<file path="config.mk">
export PLATFORM = sky130hd
export DESIGN_NAME = byte_alu_sub_xor_swap
export DESIGN_NICKNAME = d
export VERILOG_FILES = /design/src/rtl/byte_alu_pkg.sv /design/src/rtl/alu_result_core.sv /design/src/rtl/byte_alu_sub_xor_swap.sv
export SDC_FILE = /design/constraint.sdc
export NUM_CORES = 1
export LEC_CHECK = 0
export BUFFER_PORTS_ARGS = -buffer_cell sky130_fd_sc_hd__buf_2
export CAP_MARGIN = 20
export CORE_MARGIN = 3
export CORE_UTILIZATION = 40
export CTS_BUF_LIST = sky130_fd_sc_hd__clkbuf_4 sky130_fd_sc_hd__clkbuf_8
export CTS_CLUSTER_SIZE = 8
export DETAILED_ROUTE_END_ITERATION = 8
export PLACE_DENSITY = 0.71
export SYNTH_ARGS = -nofsm -noshare
export SYNTH_HDL_FRONTEND = slang
export SYNTH_HIERARCHICAL = 1
export SYNTH_SLANG_ARGS = --single-unit
</file>
<file path="constraint.sdc">
create_clock -name clk_sys_in -period 5.5 [get_ports clk_sys_in]
set_input_delay 0.55 -clock clk_sys_in [delete_from_list [all_inputs] [get_ports clk_sys_in]]
set_output_delay 0.55 -clock clk_sys_in [all_outputs]
set_load 0.05 [all_outputs]
</file>
<file path="src/rtl/byte_alu_pkg.sv">
package byte_alu_pkg;
	// ----------------------------------------
	// widths
	// ----------------------------------------
	localparam int DATA_W = 8;
	localparam int ADDR_W = 7;
	localparam int NIB_LO_MSB = 3;
	localparam int NIB_HI_LSB = 4;
	localparam int NIB_HI_MSB = 7;
	// ----------------------------------------
	// destination select and reset values
	// ----------------------------------------
	localparam logic DEST_ACC = 1'b0;
	localparam logic DEST_FILE = 1'b1;
	localparam logic [7:0] ACC_RESET = 8'h00;
	localparam logic FLAG_RESET = 1'b0;
	localparam logic [6:0] ADDR_RESET = 7'h00;
	// ----------------------------------------
	// operation codes
	// ----------------------------------------
	typedef enum logic [2:0] {
		op_none,
		op_sub_acc_from_file,
		op_xor_literal_into_acc,
		op_swap_file_nibbles,
		op_xor_acc_with_file
	} alu_op_t;
endpackage

</file>
<file path="src/rtl/alu_result_core.sv">
`timescale 1ns/1ps
module alu_result_core (
	input wire byte_alu_pkg::alu_op_t op_in,
	input wire logic [7:0] acc_in,
	input wire logic [7:0] file_in,
	input wire logic [7:0] literal_in,
	output logic [7:0] result_out,
	output logic carry_out,
	output logic digit_carry_out
);
	import byte_alu_pkg::*;

	always_comb begin
		result_out = acc_in;
		carry_out = (acc_in <= file_in);
		digit_carry_out = (acc_in[NIB_LO_MSB:0] <= file_in[NIB_LO_MSB:0]);
		case (op_in)
			op_sub_acc_from_file: result_out = file_in - acc_in;
			op_xor_literal_into_acc: result_out = acc_in ^ literal_in;
			op_swap_file_nibbles: result_out = {file_in[NIB_LO_MSB:0], file_in[NIB_HI_MSB:NIB_HI_LSB]};
			op_xor_acc_with_file: result_out = acc_in ^ file_in;
			default: result_out = acc_in;
		endcase
	end
endmodule

</file>
<file path="src/rtl/byte_alu_sub_xor_swap.sv">
`timescale 1ns/1ps
module byte_alu_sub_xor_swap (
	input wire logic clk_sys_in,
	input wire logic rst_in,
	input wire logic op_valid_in,
	input wire byte_alu_pkg::alu_op_t op_in,
	input wire logic dest_in,
	input wire logic [6:0] file_addr_in,
	input wire logic [7:0] literal_in,
	input wire logic [7:0] file_data_in,
	output logic [7:0] acc_out,
	output logic file_we_out,
	output logic [6:0] file_waddr_out,
	output logic [7:0] file_wdata_out,
	output logic carry_out,
	output logic digit_carry_flag_out,
	output logic zero_out
);
	import byte_alu_pkg::*;

	logic [7:0] next_result;
	logic next_carry;
	logic next_dc;
	logic to_file;

	// ----------------------------------------
	// result datapath
	// ----------------------------------------
	alu_result_core u_core (
		.op_in(op_in),
		.acc_in(acc_out),
		.file_in(file_data_in),
		.literal_in(literal_in),
		.result_out(next_result),
		.carry_out(next_carry),
		.digit_carry_out(next_dc)
	);

	// literal op always lands in the accumulator, whatever dest says
	assign to_file = op_valid_in && dest_in == DEST_FILE && op_in != op_xor_literal_into_acc && op_in != op_none;

	// ----------------------------------------
	// accumulator
	// ----------------------------------------
	always_ff @(posedge clk_sys_in or posedge rst_in) begin
		if (rst_in) begin
			acc_out <= ACC_RESET;
		end else if (op_valid_in && op_in != op_none && !to_file) begin
			acc_out <= next_result;
		end
	end

	// ----------------------------------------
	// file write-back
	// ----------------------------------------
	always_ff @(posedge clk_sys_in or posedge rst_in) begin
		if (rst_in) begin
			file_we_out <= 1'b0;
			file_waddr_out <= ADDR_RESET;
			file_wdata_out <= ACC_RESET;
		end else begin
			file_we_out <= to_file;
			file_waddr_out <= file_addr_in;
			file_wdata_out <= next_result;
		end
	end

	// ----------------------------------------
	// status flags
	// ----------------------------------------
	always_ff @(posedge clk_sys_in or posedge rst_in) begin
		if (rst_in) begin
			carry_out <= FLAG_RESET;
			digit_carry_flag_out <= FLAG_RESET;
		end else if (op_valid_in && op_in == op_sub_acc_from_file) begin
			carry_out <= next_carry;
			digit_carry_flag_out <= next_dc;
		end
	end

	always_ff @(posedge clk_sys_in or posedge rst_in) begin
		if (rst_in) begin
			zero_out <= FLAG_RESET;
		end else if (op_valid_in && op_in != op_none && op_in != op_swap_file_nibbles) begin
			zero_out <= (next_result == 8'h00);
		end
	end
endmodule

</file>
==> results.toml <==
[status]
outcome = "complete, no violations"

[synthesis]
yosys.area.top_type = "dfrtp_1"
netlist-cell-type-count = 49
synth-edff-count = 0
ys_seq_area_frac = 0.3532
yosys.area.top_type_share = 0.3532
yosys_warnings = 6
ys_ff_latch = 27
synth.top_cells.by_area = "dfrtp_1 35%, ha_1 8.5%, mux2_2 5.9%"
syn_area_um2 = 1913
syn_nets = 251
synth-main-ff-cell = "dfrtp_1"
synthCells = 207
synth_area_per_cell_um2 = 9.242
synthArstFlopShare = 1.000

[clock_tree]
cts_resized = 0
clk_latency_ns = 0.26
clk_pin_slew_ns = 0.08
root_buffer = "clkbuf_8"
cts_tree = "yes"
cts.path.max_buffers = 2
htreeDepth = 1
cts_sinks = 27
postCtsSetupBuffers = 0
numCtsBuffers = 3
ctsHoldBuffers = 0

[sta]
setup_violations = 0
worst_pin_slew_ns = 0.9678
post-route-period-util = 0.4632
clock_skew_ns = 0.001380
clock.fmax_mhz = 392.5
rsz0062_at_grt = "no"
finalCriticalPeriod_ns = 2.548
relSlewSlack = 0.3541
fin_tns_setup_ns = 0
hold_viol = 0
drv_slew = 0

[global_routing]
overflow = 0
antenna_found_initial = 0
grt_pass1_vias = 1475
grt_max_degree = 33
grt_first_pass_wirelength_mm = 6.969
grt_use_total = 0.1596

[die]
die_x_um = 75.16
initial_core_util = 0.4276
num_rows = 24
die-area_um2 = 5648
io-pin-count = 57
coreArea_um2 = 4474
die_y_um = 75.16

[final_layout]
drive_gt1_frac = 0.2829
areaGrowthSynthToFinish_pct = 17.99
antennaDiodeCount = 0
nets = 303

[worst_setup_path]
cp-start-kind = "register"
cp-endpoint = "zero_out"
crit_path_end_kind = "register"
cp.arrival_ns = 2.74
critical_path_class = "register to register"
cp-startpoint = "acc_out[0]"
rr_startpoint = "acc_out[0]"
ff2ff_path_depth = 10
cp_max_fo = 10
r2r_end = "zero_out"
timing.reg2reg.setup_slack_ns = 2.95
cp.required_ns = 5.69

[pwr]
leakage_nw = 1.075
ir_drop_uv = 242.1
total_power_mw = 1.150
p_per_area_nw_per_um2 = 509.3

[route]
ant_nets = 0
vias_per_cell = 5.403
routedWlPerCell_um = 14.71
drt_iter0_drc = 114
vias = 1675
drt-total-wl_mm = 4.561
dr.pass1.iters = 4
drc = 0

[place]
dp_hpwl_mm = 3.553
io_buffers = 56
place.gp.congestion = 0.9141

[hold_path]
worstHoldPathCells = 1
hold_path.class = "input port to register"

[flow_run]
drv_cap = 0
==> stage by stage <==
step	utilization	std cells	setup slack [ns]	hold slack, ns	instance area, µm²
after floorplan	-	207	2.969	0.5814	1913
after global placement	0.4936	306	2.841	0.4866	2208
after detailed placement	0.4936	306	2.747	0.4952	2208
after CTS	0.5045	310	2.941	0.3834	2257
after global routing	0.5045	310	2.780	0.3787	2257
final	0.5045	310	2.952	0.3857	2257
==> cells in the final DEF (no fill, tap or decap), drive strengths merged, types with 3 or more instances in the layout <==
master / count
ha: 13
nor3b: 3
a22oi: 3
nand2b: 5
clkbuf: 4
nand2: 21
dfrtp: 27
nor2b: 6
inv: 15
mux2i: 3
a211oi: 4
mux2: 10
o21a: 4
xnor2: 7
nor2: 13
xor2: 3
a21oi: 9
o21ai: 17
buf: 56
==> critical path, stage by stage (launching register included) <==
cell       delay (ns)
dfrtp_1          0.48
ha_1             0.26
fa_1             0.41
nor2b_1          0.16
o2111ai_1        0.14
and3_1           0.21
o21ai_1          0.11
a41oi_1          0.18
nor4_1           0.32
nand2_1          0.08
mux2i_1          0.13
==> synthesized netlist by cell type, types with 5 or more instances <==
library cell	number
nand2b_1	5
o21ai_0	14
nor2_1	13
dfrtp_1	27
ha_1	13
nand2_1	21
mux2_2	10
inv_1	15
buf_2	7
a21oi_1	8
xnor2_1	7
nor2b_1	6
==> registers in the layout, summed over array words and instances, names as in the netlist <==
signal / flops
file_waddr_out: 7
file_we_out: 1
acc_out: 8
carry_out: 1
zero_out: 1
file_wdata_out: 8
digit_carry_flag_out: 1
==> cells by family (layout without fill, tap and decap cells) <==
kind of cell,count (synthesis),in the layout,share of synthesized area
flops,27,27,0.3532
fa+ha+maj,14,14,0.09549
mux,13,13,0.07456
buf+inv,24,75,0.05559
simple gates,59,59,0.1504
compound gates,60,60,0.2250
xor+xnor,10,10,0.04578
==> per-layer routing <==
layer	global-route usage	wire [µm]
met5	0	0
met1	0.2286	2158
met4	0.01359	27
met2	0.2611	2145
met3	0.03071	229
==> layout make-up <==
| cell class | instances | area, µm² |
|---|---|---|
| well taps | 52 | 65.06 |
| fillers | 402 | 2217 |
| clock buffers | 4 | 48.80 |
| multi-input cells | 156 | 1131 |
| inverters | 15 | 56.30 |
| repair buffers | 56 | 280.3 |
| flip-flops and latches | 27 | 675.6 |
==> worst min-delay path by stage <==
stage | slack [ns] | end | start
global placement | 0.49 | carry_out | carry_out
global route | 0.38 | file_waddr_out[2] | file_addr_in[2]
detailed placement | 0.50 | digit_carry_flag_out | digit_carry_flag_out
floorplan | 0.58 | file_waddr_out[0] | file_addr_in[0]
finish | 0.39 | file_waddr_out[1] | file_addr_in[1]
CTS | 0.38 | file_waddr_out[1] | file_addr_in[1]
==> where the power goes <==
part / switching, mW / internal, mW
clock: 0.0553 / 0.0567
sequential: 0.0619 / 0.261
combinational: 0.476 / 0.239
Power figures use the tool's default switching activity.
